--- config.mk ---
export PLATFORM = sky130hd
export DESIGN_NAME = dma_byte_count_and_packing
export DESIGN_NICKNAME = d
export VERILOG_FILES = /design/src/design/dma_byte_count_and_packing.v /design/src/design/operand_holding_buffer.v
export VERILOG_INCLUDE_DIRS = /design/src /design/src/design
export SDC_FILE = /design/constraint.sdc
export NUM_CORES = 1
export LEC_CHECK = 0
export BUFFER_PORTS_ARGS = -buffer_cell sky130_fd_sc_hd__buf_2
export CORE_MARGIN = 5
export CORE_UTILIZATION = 45
export CTS_CLUSTER_SIZE = 28
export DETAILED_ROUTE_END_ITERATION = 7
export PLACE_DENSITY_LB_ADDON = 0.12
export SKIP_LAST_GASP = 1
export SLEW_MARGIN = 30
export SYNTH_ARGS = -nofsm -noshare
export SYNTH_HDL_FRONTEND = slang
export SYNTH_SLANG_ARGS = --single-unit
--- constraint.sdc ---
create_clock -name core_clk -period 6.47 [get_ports core_clk]
set_input_delay 1.294 -clock core_clk [delete_from_list [all_inputs] [get_ports core_clk]]
set_output_delay 1.294 -clock core_clk [all_outputs]
set_load 0.005 [all_outputs]
--- src/design/dma_cnt_defs.vh ---
`ifndef DMA_CNT_DEFS_VH
`define DMA_CNT_DEFS_VH

// Register word indices on the slave port (byte address is four times these).
`define REG_CTRL_IDX 2'h0
`define REG_STAT_IDX 2'h1
`define REG_COUNT_IDX 2'h2

// Control register field positions.
`define CTRL_GO_BIT 0
`define CTRL_SRC_LSB 1
`define CTRL_DST_LSB 3
`define CTRL_SINGLE_BIT 5
`define CTRL_EXTREQ_BIT 6

// Status register field positions.
`define STAT_DONE_BIT 0
`define STAT_SRCERR_BIT 1
`define STAT_DSTERR_BIT 2
`define STAT_SETUP_BIT 3
`define STAT_PEND_BIT 7

// Operand size codes.
`define SIZE_BYTE 2'h0
`define SIZE_WORD 2'h1
`define SIZE_LONG 2'h2

// Reset values.
`define CTRL_RST 7'h00
`define STAT_RST 4'h0
`define COUNT_RST 32'h0000_0000

`endif

--- src/design/dma_byte_count_and_packing.v ---
// Decided for this implementation: the Avalon-MM interface to the registers and the register offsets.
`timescale 1ns/1ps
`include "dma_cnt_defs.vh"
module dma_byte_count_and_packing (
  input wire core_clk,
  input wire sys_rst,
  input wire [1:0] avs_address,
  input wire avs_read,
  input wire avs_write,
  input wire [31:0] avs_writedata,
  input wire [3:0] avs_byteenable,
  output wire [31:0] avs_readdata,
  output wire avs_waitrequest,
  output wire rd_req,
  output wire [1:0] rd_size,
  output wire single_cycle,
  input wire rd_ack,
  input wire rd_err,
  input wire [31:0] rd_data,
  output wire wr_req,
  output wire [1:0] wr_size,
  output wire [31:0] wr_data,
  input wire wr_ack,
  input wire wr_err,
  input wire dreq_pin,
  output wire done_hs
);

  // Engine states.
  localparam ST_IDLE = 3'd0;
  localparam ST_CHECK = 3'd1;
  localparam ST_ARM = 3'd2;
  localparam ST_READ = 3'd3;
  localparam ST_LOAD = 3'd4;
  localparam ST_WRITE = 3'd5;

  // Slave port registers.
  reg avs_wait_q;
  reg [31:0] avs_rdata_q;
  // Control register fields.
  reg channel_go_bit_q;
  reg [1:0] src_size_q;
  reg [1:0] dst_size_q;
  reg single_q;
  reg ext_q;
  // Sticky status flags: setup, destination error, source error, done.
  reg [3:0] channel_status_register_q;
  // Bytes still to move.
  reg [31:0] remaining_byte_count_q;
  // Engine state and byte pointers into the holding buffer.
  reg [2:0] state_q;
  reg [2:0] rd_ptr_q;
  reg [2:0] wr_ptr_q;
  // Outgoing bus cycle requests and the handshake pulse.
  reg rd_req_q;
  reg [1:0] rd_size_q;
  reg single_cycle_q;
  reg wr_req_q;
  reg [1:0] wr_size_q;
  reg [31:0] wr_data_q;
  reg done_hs_q;
  // Two-stage synchroniser for the external request pin.
  reg dreq_meta_q;
  reg dreq_sync_q;

  assign avs_readdata = avs_rdata_q;
  assign avs_waitrequest = avs_wait_q;
  assign rd_req = rd_req_q;
  assign rd_size = rd_size_q;
  assign single_cycle = single_cycle_q;
  assign wr_req = wr_req_q;
  assign wr_size = wr_size_q;
  assign wr_data = wr_data_q;
  assign done_hs = done_hs_q;

  // Operand widths in bytes, and the group width that packing works on.
  wire [2:0] src_bytes = 3'd1 << src_size_q;
  wire [2:0] dst_bytes = 3'd1 << dst_size_q;
  wire [2:0] unit_bytes = (single_q || src_bytes > dst_bytes) ? src_bytes : dst_bytes;
  // Summary of all sticky flags; while it is set a new start is refused.
  wire status_pending = |channel_status_register_q;

  // A bus access is answered in the cycle when waitrequest is low.
  wire bus_wr = avs_write && !avs_wait_q;

  // Count check against the operand size, done when go is first seen.
  wire cfg_bad = (remaining_byte_count_q == 32'h0000_0000) ||
    (src_size_q == 2'h3) || (dst_size_q == 2'h3) ||
    ((unit_bytes == 3'd2) && remaining_byte_count_q[0]) ||
    ((unit_bytes == 3'd4) && (remaining_byte_count_q[1:0] != 2'h0));

  // Completion of the outgoing bus cycles.
  wire rd_fin = (state_q == ST_READ) && rd_req_q && (rd_ack || rd_err);
  wire wr_fin = (state_q == ST_WRITE) && wr_req_q && (wr_ack || wr_err);
  wire rd_ok = rd_fin && !rd_err;
  wire wr_ok = wr_fin && !wr_err;

  // The count drops on a good write, or on a good single-address cycle.
  wire dec_en = wr_ok || (rd_ok && single_q);
  wire [2:0] dec_bytes = single_q ? src_bytes : dst_bytes;
  wire [31:0] cnt_next = remaining_byte_count_q - {29'h0, dec_bytes};

  // Hardware events that set status flags.
  wire ev_done = dec_en && (cnt_next == 32'h0000_0000);
  wire ev_srcerr = rd_fin && rd_err;
  wire ev_dsterr = wr_fin && wr_err;
  wire ev_setup = (state_q == ST_CHECK) && cfg_bad;
  wire [3:0] ev_vec = {ev_setup, ev_dsterr, ev_srcerr, ev_done};

  // Holding buffer tap for the next destination operand.
  wire [31:0] hold_take;

  // Read data goes into the hidden buffer only for dual-address transfers.
  operand_holding_buffer u_hold (
    .core_clk(core_clk),
    .sys_rst(sys_rst),
    .load(rd_ok && !single_q),
    .load_ofs(rd_ptr_q[1:0]),
    .load_bytes(src_bytes),
    .load_data(rd_data),
    .take_ofs(wr_ptr_q[1:0]),
    .take_data(hold_take)
  );

  // The request pin is from outside the clock domain: two flops first.
  always @(posedge core_clk or posedge sys_rst) begin
    if (sys_rst) begin
      dreq_meta_q <= 1'b0;
      dreq_sync_q <= 1'b0;
    end else begin
      dreq_meta_q <= dreq_pin;
      dreq_sync_q <= dreq_meta_q;
    end
  end

  // Slave handshake: waitrequest drops for one cycle per request.
  always @(posedge core_clk or posedge sys_rst) begin
    if (sys_rst) begin
      avs_wait_q <= 1'b1;
      avs_rdata_q <= 32'h0000_0000;
    end else begin
      if ((avs_read || avs_write) && avs_wait_q) begin
        // Answer the request on the next edge.
        avs_wait_q <= 1'b0;
      end else begin
        // Idle, or the answer has just been taken.
        avs_wait_q <= 1'b1;
      end
      if (avs_read && avs_wait_q) begin
        // Read data is latched alongside the drop of waitrequest.
        if (avs_address == `REG_CTRL_IDX) begin
          avs_rdata_q <= {25'h0, ext_q, single_q, dst_size_q, src_size_q, channel_go_bit_q};
        end else if (avs_address == `REG_STAT_IDX) begin
          avs_rdata_q <= {24'h0, status_pending, 3'h0, channel_status_register_q};
        end else if (avs_address == `REG_COUNT_IDX) begin
          // The live count always names the next access.
          avs_rdata_q <= remaining_byte_count_q;
        end else begin
          // Unmapped word reads as zero.
          avs_rdata_q <= 32'h0000_0000;
        end
      end
    end
  end

  // Control fields and the go bit.
  always @(posedge core_clk or posedge sys_rst) begin
    if (sys_rst) begin
      channel_go_bit_q <= 1'b0;
      src_size_q <= `SIZE_BYTE;
      dst_size_q <= `SIZE_BYTE;
      single_q <= 1'b0;
      ext_q <= 1'b0;
    end else begin
      if (|ev_vec) begin
        // Done, bus errors and setup errors all stop the channel.
        channel_go_bit_q <= 1'b0;
      end else if (bus_wr && (avs_address == `REG_CTRL_IDX) && avs_byteenable[0]) begin
        if (!avs_writedata[`CTRL_GO_BIT]) begin
          // Writing zero stops the channel.
          channel_go_bit_q <= 1'b0;
        end else if (!status_pending) begin
          // Start is refused while any status flag is still set.
          channel_go_bit_q <= 1'b1;
        end
      end
      if (bus_wr && (avs_address == `REG_CTRL_IDX) && avs_byteenable[0]) begin
        src_size_q <= avs_writedata[`CTRL_SRC_LSB +: 2];
        dst_size_q <= avs_writedata[`CTRL_DST_LSB +: 2];
        single_q <= avs_writedata[`CTRL_SINGLE_BIT];
        ext_q <= avs_writedata[`CTRL_EXTREQ_BIT];
      end
    end
  end

  // Status flags: hardware sets win over a write-one clear in the same cycle.
  always @(posedge core_clk or posedge sys_rst) begin
    if (sys_rst) begin
      channel_status_register_q <= `STAT_RST;
    end else if (bus_wr && (avs_address == `REG_STAT_IDX) && avs_byteenable[0]) begin
      // Ones clear, zeros leave the flag alone.
      channel_status_register_q <= (channel_status_register_q & ~avs_writedata[3:0]) | ev_vec;
    end else begin
      // No register write: hardware events can only add flags.
      channel_status_register_q <= channel_status_register_q | ev_vec;
    end
  end

  // Remaining count: software writes take priority over a decrement.
  always @(posedge core_clk or posedge sys_rst) begin
    if (sys_rst) begin
      remaining_byte_count_q <= `COUNT_RST;
    end else if (bus_wr && (avs_address == `REG_COUNT_IDX)) begin
      // Byte enables select which lanes are replaced.
      if (avs_byteenable[0]) remaining_byte_count_q[7:0] <= avs_writedata[7:0];
      if (avs_byteenable[1]) remaining_byte_count_q[15:8] <= avs_writedata[15:8];
      if (avs_byteenable[2]) remaining_byte_count_q[23:16] <= avs_writedata[23:16];
      if (avs_byteenable[3]) remaining_byte_count_q[31:24] <= avs_writedata[31:24];
    end else if (dec_en) begin
      // A failed cycle leaves the count on the access to be retried.
      remaining_byte_count_q <= cnt_next;
    end
  end

  // Transfer engine: dual-address reads fill the buffer, writes drain it.
  always @(posedge core_clk or posedge sys_rst) begin
    if (sys_rst) begin
      state_q <= ST_IDLE;
      rd_ptr_q <= 3'd0;
      wr_ptr_q <= 3'd0;
      rd_req_q <= 1'b0;
      rd_size_q <= `SIZE_BYTE;
      single_cycle_q <= 1'b0;
      wr_req_q <= 1'b0;
      wr_size_q <= `SIZE_BYTE;
      wr_data_q <= 32'h0000_0000;
      done_hs_q <= 1'b0;
    end else begin
      // Handshake toward the peripheral is a single-cycle pulse.
      done_hs_q <= ev_done && ext_q;
      rd_size_q <= src_size_q;
      wr_size_q <= dst_size_q;
      single_cycle_q <= single_q;
      case (state_q)
        ST_IDLE: begin
          // Wait for the go bit.
          if (channel_go_bit_q) begin
            state_q <= ST_CHECK;
          end
        end
        ST_CHECK: begin
          // A bad count ends here with no bus cycle at all.
          if (cfg_bad) begin
            state_q <= ST_IDLE;
          end else begin
            // Count and sizes agree: begin the first group.
            state_q <= ST_ARM;
          end
        end
        ST_ARM: begin
          // Start a new group; in external mode wait for the pin.
          rd_ptr_q <= 3'd0;
          wr_ptr_q <= 3'd0;
          if (!channel_go_bit_q) begin
            // Software stopped the channel; it halts at this group boundary.
            state_q <= ST_IDLE;
          end else if (!ext_q || dreq_sync_q) begin
            // Open the first source cycle of the group.
            rd_req_q <= 1'b1;
            state_q <= ST_READ;
          end
        end
        ST_READ: begin
          if (rd_fin) begin
            rd_req_q <= 1'b0;
            if (rd_err) begin
              // A source fault stops the channel with the count untouched.
              state_q <= ST_IDLE;
            end else if (single_q) begin
              // Single-address cycle moves the data directly.
              state_q <= ev_done ? ST_IDLE : ST_ARM;
            end else if (rd_ptr_q + src_bytes == unit_bytes) begin
              // Group is full: go write it out.
              rd_ptr_q <= rd_ptr_q + src_bytes;
              state_q <= ST_LOAD;
            end else begin
              // More source operands are needed to pack this group.
              rd_ptr_q <= rd_ptr_q + src_bytes;
            end
          end else if (!rd_req_q) begin
            // Reopen the source cycle for the next packed operand.
            rd_req_q <= 1'b1;
          end
        end
        ST_LOAD: begin
          // Take the next destination operand from the buffer.
          wr_data_q <= hold_take;
          wr_req_q <= 1'b1;
          state_q <= ST_WRITE;
        end
        ST_WRITE: begin
          if (wr_fin) begin
            wr_req_q <= 1'b0;
            if (wr_err || ev_done) begin
              // A destination fault or the final write ends the run.
              state_q <= ST_IDLE;
            end else if (wr_ptr_q + dst_bytes == unit_bytes) begin
              // Group drained: fetch the next one.
              state_q <= ST_ARM;
            end else begin
              // Unpacking: further destination operands remain.
              wr_ptr_q <= wr_ptr_q + dst_bytes;
              state_q <= ST_LOAD;
            end
          end
        end
        default: begin
          // Unused state codes fall back to idle.
          state_q <= ST_IDLE;
        end
      endcase
    end
  end

endmodule

--- src/design/operand_holding_buffer.v ---
`timescale 1ns/1ps
// Internal 32-bit holding buffer used to pack and unpack operands.
// It has no address on the register port; only the transfer engine sees it.
module operand_holding_buffer (
  input wire core_clk,
  input wire sys_rst,
  input wire load,
  input wire [1:0] load_ofs,
  input wire [2:0] load_bytes,
  input wire [31:0] load_data,
  input wire [1:0] take_ofs,
  output wire [31:0] take_data
);

  // Holding storage, gathered from one register per byte lane.
  wire [31:0] hold_all;
  // Incoming operand moved up to its byte offset.
  wire [31:0] placed;
  // Offset widened so the lane comparison cannot wrap.
  wire [2:0] ofs_w;

  assign placed = load_data << {load_ofs, 3'b000};
  assign ofs_w = {1'b0, load_ofs};
  // Outgoing operand shifted down so it sits in the low lanes.
  assign take_data = hold_all >> {take_ofs, 3'b000};

  genvar lane;
  generate
    for (lane = 0; lane < 4; lane = lane + 1) begin : g_lane
      // One byte of storage; each lane has a register and a process of its own.
      reg [7:0] lane_q;
      assign hold_all[lane*8 +: 8] = lane_q;
      // Each lane loads only when the incoming operand covers it.
      always @(posedge core_clk or posedge sys_rst) begin
        if (sys_rst) begin
          lane_q <= 8'h00;
        end else if (load && (lane >= ofs_w) && (lane < ofs_w + load_bytes)) begin
          lane_q <= placed[lane*8 +: 8];
        end
      end
    end
  endgenerate

endmodule

==> results of run 1 <==
final timing paths:
kind / start / end / slack (ns)
worst max register to register: single_q / state_q[1] / 2.01
worst max-delay path: single_q / state_q[1] / 2.01
min in group asynchronous: sys_rst / wr_data[16] / 1.04
worst min register to register: dreq_meta_q / dreq_sync_q / 0.36
worst min-delay path: dreq_meta_q / dreq_sync_q / 0.36
max in group asynchronous: sys_rst / remaining_byte_count_q[12] / 4.28
logic make-up after synthesis:
group / count (synthesis)
xor+xnor: 17
fa+ha+maj: 11
simple gates: 360
mux: 70
buf+inv: 80
flops: 159
compound gates: 279
metrics by stage:
step | total power, mW | area (um^2) | utilization, % | cells
3_5_place_dp | 3.130 | 9769 | 50.20 | 1336
4_1_cts | 4.152 | 10360 | 53.22 | 1368
2_1_floorplan | 2.629 | 8867 | - | 976
5_1_grt | 4.437 | 10380 | 53.31 | 1368
3_3_place_gp | 3.111 | 9769 | 50.20 | 1336
6_report | 4.136 | 10380 | 53.31 | 1368
state kept, by name (all words and copies together) (netlist names), 2 cells and up:
signal                     count
channel_status_register_q      4
u_hold.g_lane.lane_q          32
rd_size                        2
src_size_q                     2
wr_ptr_q                       3
wr_size                        2
avs_readdata                  32
state_q                        3
rd_ptr_q                       3
wr_data                       32
remaining_byte_count_q        32
dst_size_q                     2
synthesized netlist by cell type (3+ instances only):
library cell,n
dfrtp_1,158
nor3_1,23
inv_1,15
or4_1,4
clkbuf_1,54
ha_1,8
nand4_1,10
fa_1,3
nand3_1,14
buf_1,6
nor4_1,17
o21ai_0,78
nor2_1,98
xor2_1,8
a22o_1,25
o22ai_1,4
mux2i_1,40
nand4b_1,5
nor2b_1,25
nand2_1,109
o311ai_0,3
nand2b_1,15
a211o_1,4
xnor2_1,9
a21oi_1,82
nor4b_1,4
a31oi_1,8
a21o_1,5
and3_1,5
a31o_2,3
or3_1,8
o21a_1,3
mux2_2,30
buf_2,3
o31ai_1,16
a211oi_1,20
and2_1,3
or2_2,6
metal layers:
metal  GRT usage, %  vias to the layer above
li1               -                     3780
met1          30.22                     3734
met5              0                        -
met4          6.862                        0
met3          3.462                       31
met2          38.15                      208
report_power, final:
part	total, mW	internal [mW]	switching [mW]
clock	1.01	0.591	0.420
sequential	1.67	1.29	0.374
combinational	1.46	0.642	0.817
worst register-to-register path: stages (launching register included):
cell      delay [ns]
dfrtp_1         0.59
nor3_1          0.33
a21o_1          0.12
ha_1            0.18
inv_1           0.07
fa_1            0.44
a21oi_1         0.44
nand4b_1        0.46
nor3_1          0.33
xor2_1          0.12
nor4_1          0.29
and4_1          0.48
a21oi_1         0.10
o41a_1          0.38
area by class of cell:
type / count / area (um^2) / share of cell area [%]
multi-input combinational: 737 / 4587 / 44.21
sequential: 159 / 3980 / 38.36
timing repair buffer: 160 / 827.0 / 7.971
clock buffer: 20 / 456.7 / 4.401
tap: 265 / 331.6 / 3.195
clock inverter: 12 / 132.6 / 1.278
inverter: 15 / 61.31 / 0.5909
==> insert_results.sql, run 1 <==
INSERT INTO impl_metrics (metric_group, metric, value, unit) VALUES
('yosys', 'synth_largest_area_cell', 'dfrtp_1', ''),
('route', 'routed.top_layer', 'met4', ''),
('yosys', 'syn-cell-area', '8867', 'um^2'),
('global_routing', 'grt_usage', '22.65', '%'),
('sta', 'final-hold-violation-count', '0', ''),
('route', 'met1Wirelength', '11370', 'um'),
('yosys', 'ys_async_sr_fraction', '100.0', '%'),
('power_and_ir_drop', 'power.density', '398.6', 'nW/um^2'),
('min_path', 'min_path_type', 'register to register', ''),
('outcome', 'run_status', 'finished, final reports clean', ''),
('yosys', 'total_nets_after_synthesis', '1066', ''),
('finish', 'mostFrequentLayoutCells', 'dfrtp_1, buf_2, nand2_1', ''),
('finish', 'proportion_of_layout_cells_with_a_drive_suffix_above_1', '22.30', '%'),
('yosys', 'dominant_combinational_cell_family_by_area_after_synthesis', 'simple AND/OR/NAND/NOR gates', ''),
('floorplan', 'initial_utilization', '45.56', '%'),
('critical_path', 'worstSetupStartpointType', 'register', ''),
('sta', 'fin_crit', '4.457', 'ns'),
('critical_path', 'timing.critical_path.required', '6.77', 'ns'),
('clock_network', 'cts.htree.levels', '4', ''),
('yosys', 'postSynthRegisterBits', '159', ''),
('power_and_ir_drop', 'ir_worst_vdd', '0.0001988', 'V'),
('route', 'routed_via_density', '5.667', ''),
('global_routing', 'grt_first_pass_wirelength', '40630', 'um'),
('yosys', 'synthXorXnorAreaFrac', '1.679', '%'),
('sta', 'timing.fmax', '0.2243', 'GHz'),
('clock_network', 'postCtsResizedCells', '0', ''),
('route', 'length_of_routed_met2_wiring', '12280', 'um'),
('sta', 'report.final.slew_viol_count', '0', ''),
('critical_path', 'type_of_destination_of_the_critical_path', 'register', ''),
('finish', 'area.growth.synth_to_final', '17.02', '%'),
('global_routing', 'grt_antenna_before_repair', '0', ''),
('power_and_ir_drop', 'leakage', '4.591', 'nW'),
('critical_path', 'cp_bufs_invs', '1', ''),
('placed_design', 'final_weighted_congestion_in_routability_driven_placement', '0.8966', ''),
('sta', 'fin_hold_ws', '0.3603', 'ns'),
('yosys', 'yosysTopAreaCellShare', '44.59', '%'),
('critical_path', 'path_depth', '13', ''),
('critical_path', 'path_delay_family', 'simple AND/OR/NAND/NOR gates', ''),
('clock_network', 'cts_hold_buffers', '0', ''),
('finish', 'layout.cells.most_common', 'dfrtp_1', ''),
('global_routing', 'grt.overflow.total', '0', ''),
('run', 'max-cap-violations', '0', ''),
('critical_path', 'cell_chain_of_the_critical_path', 'nor3_1 -> a21o_1 -> ha_1 -> inv_1 -> fa_1 -> a21oi_1 -> nand4b_1 -> nor3_1 -> xor2_1 -> nor4_1 -> and4_1 -> a21oi_1 -> o41a_1', ''),
('clock_network', 'cts_clk_pin_slew_worst_paths', '0.07', 'ns'),
('floorplan', 'design.portCount', '152', ''),
('yosys', 'postSynth.topFlopCell', 'dfrtp_1', ''),
('sta', 'fin_worst_skew', '0.01218', 'ns'),
('critical_path', 'cpPeakStageDelay', '0.59', 'ns'),
('yosys', 'synth_compound_area_share', '19.80', '%'),
('route', 'detailroute.via_count', '7753', ''),
('global_routing', 'grt_pass1_vias', '7533', ''),
('critical_path', 'crit_path_max_fanout', '19', ''),
('sta', 'layout_worst_path_cycle_share', '68.89', '%'),
('clock_network', 'clock_sink_count', '159', ''),
('critical_path', 'ff2ff_path_depth', '13', ''),
('sta', 'finalSetupViolations', '0', ''),
('floorplan', 'std_cell_rows', '51', ''),
('yosys', 'seq_area_frac_synth', '44.89', '%'),
('sta', 'timing_worst_slew_pin_value', '0.8831', 'ns'),
('route', 'drc', '0', ''),
('placed_design', 'dp_hpwl', '18350', 'um'),
('route', 'met3_length', '1056', 'um'),
('clock_network', 'tritoncts_buffer_count', '17', ''),
('floorplan', 'floorplan.core_area', '19460', 'um^2'),
('global_routing', 'grt_max_degree', '89', ''),
('route', 'wirelength_routed', '25120', 'um'),
('finish', 'final.fill_count', '1827', ''),
('placed_design', 'port_buffers', '151', ''),
('route', 'detail-route-antenna-nets', '0', ''),
('finish', 'antenna_cells_inserted', '0', ''),
('yosys', 'synthMuxAreaShare', '8.325', '%');
(Power assumes the default switching activity.)
==> run 2, diff against run 1 <==
clock period = 4.2 ns   (was 6.47 ns; I/O delays follow)
==> insert_results.sql, run 2 (synthesis results as in run 1) <==
INSERT INTO impl_metrics (metric_group, metric, value, unit) VALUES
('outcome', 'run_status', 'finished, final reports clean', ''),
('route', 'drt-pass1-iter-count', '5', ''),
('critical_path', 'ff2ff_path_depth', '13', ''),
('global_routing', 'grt_antenna_before_repair', '0', ''),
('sta', 'finalSetupViolations', '0', ''),
('run', 'max-cap-violations', '0', ''),
('clock_network', 'clock_sink_count', '159', ''),
('finish', 'proportion_of_layout_cells_with_a_drive_suffix_above_1', '23.55', '%'),
('sta', 'grt_setup_unrepaired', 'no', ''),
('finish', 'mostFrequentLayoutCells', 'dfrtp_1, buf_2, nand2_1', ''),
('sta', 'report.final.slew_viol_count', '0', ''),
('global_routing', 'grt_max_degree', '68', ''),
('finish', 'final_core_util', '53.90', '%'),
('finish', 'antenna_cells_inserted', '0', ''),
('floorplan', 'chipHeight', '150.4', 'um'),
('route', 'detail-route-antenna-nets', '0', ''),
('placed_design', 'pre_cts_slack', '0.2244', 'ns'),
('sta', 'layout_worst_path_cycle_share', '93.82', '%'),
('sta', 'fin_hold_ws', '0.3505', 'ns'),
('floorplan', 'design.portCount', '152', ''),
('critical_path', 'worstPathArrival', '4.25', 'ns'),
('power_and_ir_drop', 'power.density', '606.8', 'nW/um^2'),
('route', 'drc', '0', ''),
('placed_design', 'dp_hpwl', '19310', 'um'),
('sta', 'setup_slack', '0.2594', 'ns'),
('global_routing', 'met2_track_demand_over_resource_in_global_routing', '38.10', '%'),
('placed_design', 'final_weighted_congestion_in_routability_driven_placement', '0.9032', ''),
('critical_path', 'timing.critical_path.required', '4.51', 'ns'),
('critical_path', 'crit_path_max_fanout', '11', ''),
('route', 'route.detailed.wl_per_inst', '18.59', 'um'),
('global_routing', 'globalRouteMet1Util', '31.91', '%'),
('route', 'routed_via_density', '5.698', ''),
('finish', 'final.fill_count', '1853', ''),
('finish', 'design.final.nets', '1194', ''),
('global_routing', 'grt_usage', '23.24', '%'),
('sta', 'fin_worst_skew', '0.01190', 'ns'),
('floorplan', 'initial_utilization', '45.56', '%'),
('finish', 'fin_area', '10490', 'um^2'),
('sta', 'timing.fmax', '0.2538', 'GHz'),
('floorplan', 'design.die.area', '22610', 'um^2'),
('sta', 'final-hold-violation-count', '0', ''),
('power_and_ir_drop', 'design_power_total', '6.365', 'mW'),
('power_and_ir_drop', 'ir_worst_vdd', '0.0003044', 'V'),
('clock_network', 'cts.repair_timing.setup_buffer_count', '0', ''),
('global_routing', 'grt_first_pass_wirelength', '41460', 'um'),
('floorplan', 'die_x', '150.4', 'um'),
('global_routing', 'grt.busiest_layer', 'met2', ''),
('placed_design', 'dp_cells', '1350', ''),
('clock_network', 'clock_insertion_delay_worst_skew', '0.43', 'ns'),
('sta', 'worst_slew_margin_rel', '32.75', '%'),
('clock_network', 'root_buffer', 'clkbuf_16', ''),
('finish', 'area.growth.synth_to_final', '18.30', '%'),
('global_routing', 'grt.overflow.total', '0', ''),
('min_path', 'hold-path-cell-count', '0', ''),
('clock_network', 'tritoncts_clock_tree', 'built', ''),
('global_routing', 'grt_pass1_vias', '7607', ''),
('placed_design', 'port_buffers', '151', ''),
('finish', 'instances_no_fill', '1382', ''),
('clock_network', 'ctsLongestPathBuffers', '2', ''),
('clock_network', 'cts_hold_buffers', '0', ''),
('critical_path', 'type_of_destination_of_the_critical_path', 'register', ''),
('clock_network', 'tritoncts_buffer_count', '17', ''),
('route', 'detailroute.via_count', '7874', ''),
('clock_network', 'cts.htree.levels', '4', ''),
('sta', 'final_tns_setup', '0', 'ns'),
('power_and_ir_drop', 'leakage', '4.649', 'nW'),
('placed_design', 'dpl_cell_area', '9931', 'um^2'),
('route', 'wirelength_routed', '25700', 'um'),
('floorplan', 'std_cell_rows', '51', ''),
('critical_path', 'worstSetupStartpointType', 'register', ''),
('min_path', 'min_path_type', 'register to register', ''),
('critical_path', 'critPathKind', 'register to register', ''),
('global_routing', 'grtUsageMet3', '3.070', '%'),
('sta', 'timing_worst_slew_pin_value', '0.9983', 'ns'),
('route', 'detail_route.iter0.violations', '586', ''),
('finish', 'layout.cells.most_common', 'dfrtp_1', ''),
('sta', 'fin_crit', '3.941', 'ns'),
('floorplan', 'floorplan.core_area', '19460', 'um^2'),
('clock_network', 'cts_clk_pin_slew_worst_paths', '0.07', 'ns');
-- run 2: final cells by class --
type	count	area (um^2)	area share [%]
clock buffer	17	425.4	4.055
clock inverter	15	127.6	1.217
inverter	15	60.06	0.5725
multi-input combinational	737	4579	43.65
sequential	159	3980	37.94
tap	265	331.6	3.161
timing repair buffer	174	985.9	9.399
-- run 2: routing by layer --
layer / vias to the layer above / share of wire, %
li1: 3802 / -
met1: 3786 / 44
met2: 256 / 48
met3: 30 / 5.6
met4: 0 / 1.9
met5: - / 0
-- run 2: path summary, 6_finish.rpt --
kind                            slack (ns)     startpoint          endpoint
worst min register to register        0.35    dreq_meta_q       dreq_sync_q
worst min-delay path                  0.35    dreq_meta_q       dreq_sync_q
min in group asynchronous             0.47        sys_rst       wr_data[22]
worst max register to register        0.26  dst_size_q[1]        state_q[1]
worst max-delay path                  0.26  dst_size_q[1]        state_q[1]
max in group asynchronous             3.23        sys_rst  avs_readdata[20]
-- run 2: power by group --
part	switching (mW)	internal (mW)
combinational	1.29	1.04
clock	0.719	0.778
sequential	0.556	1.99
total	2.56	3.80
-- run 2: critical path: stages, from the launching register on --
cell and delay (ns):
dfrtp_1 0.50, nor3_1 0.33, a21o_1 0.13, ha_1 0.17, inv_1 0.06, fa_1 0.44
a21o_1 0.24, or3_2 0.49, xor2_1 0.22, nand4_1 0.12, nor4_1 0.25, and4_2 0.41
a21oi_1 0.08, o41a_1 0.36
-- run 2: timing repair --
action,in CTS,in global routing
hold endpoints to repair,0,0
resized for setup,0,1
endpoints found under the setup margin,0,2
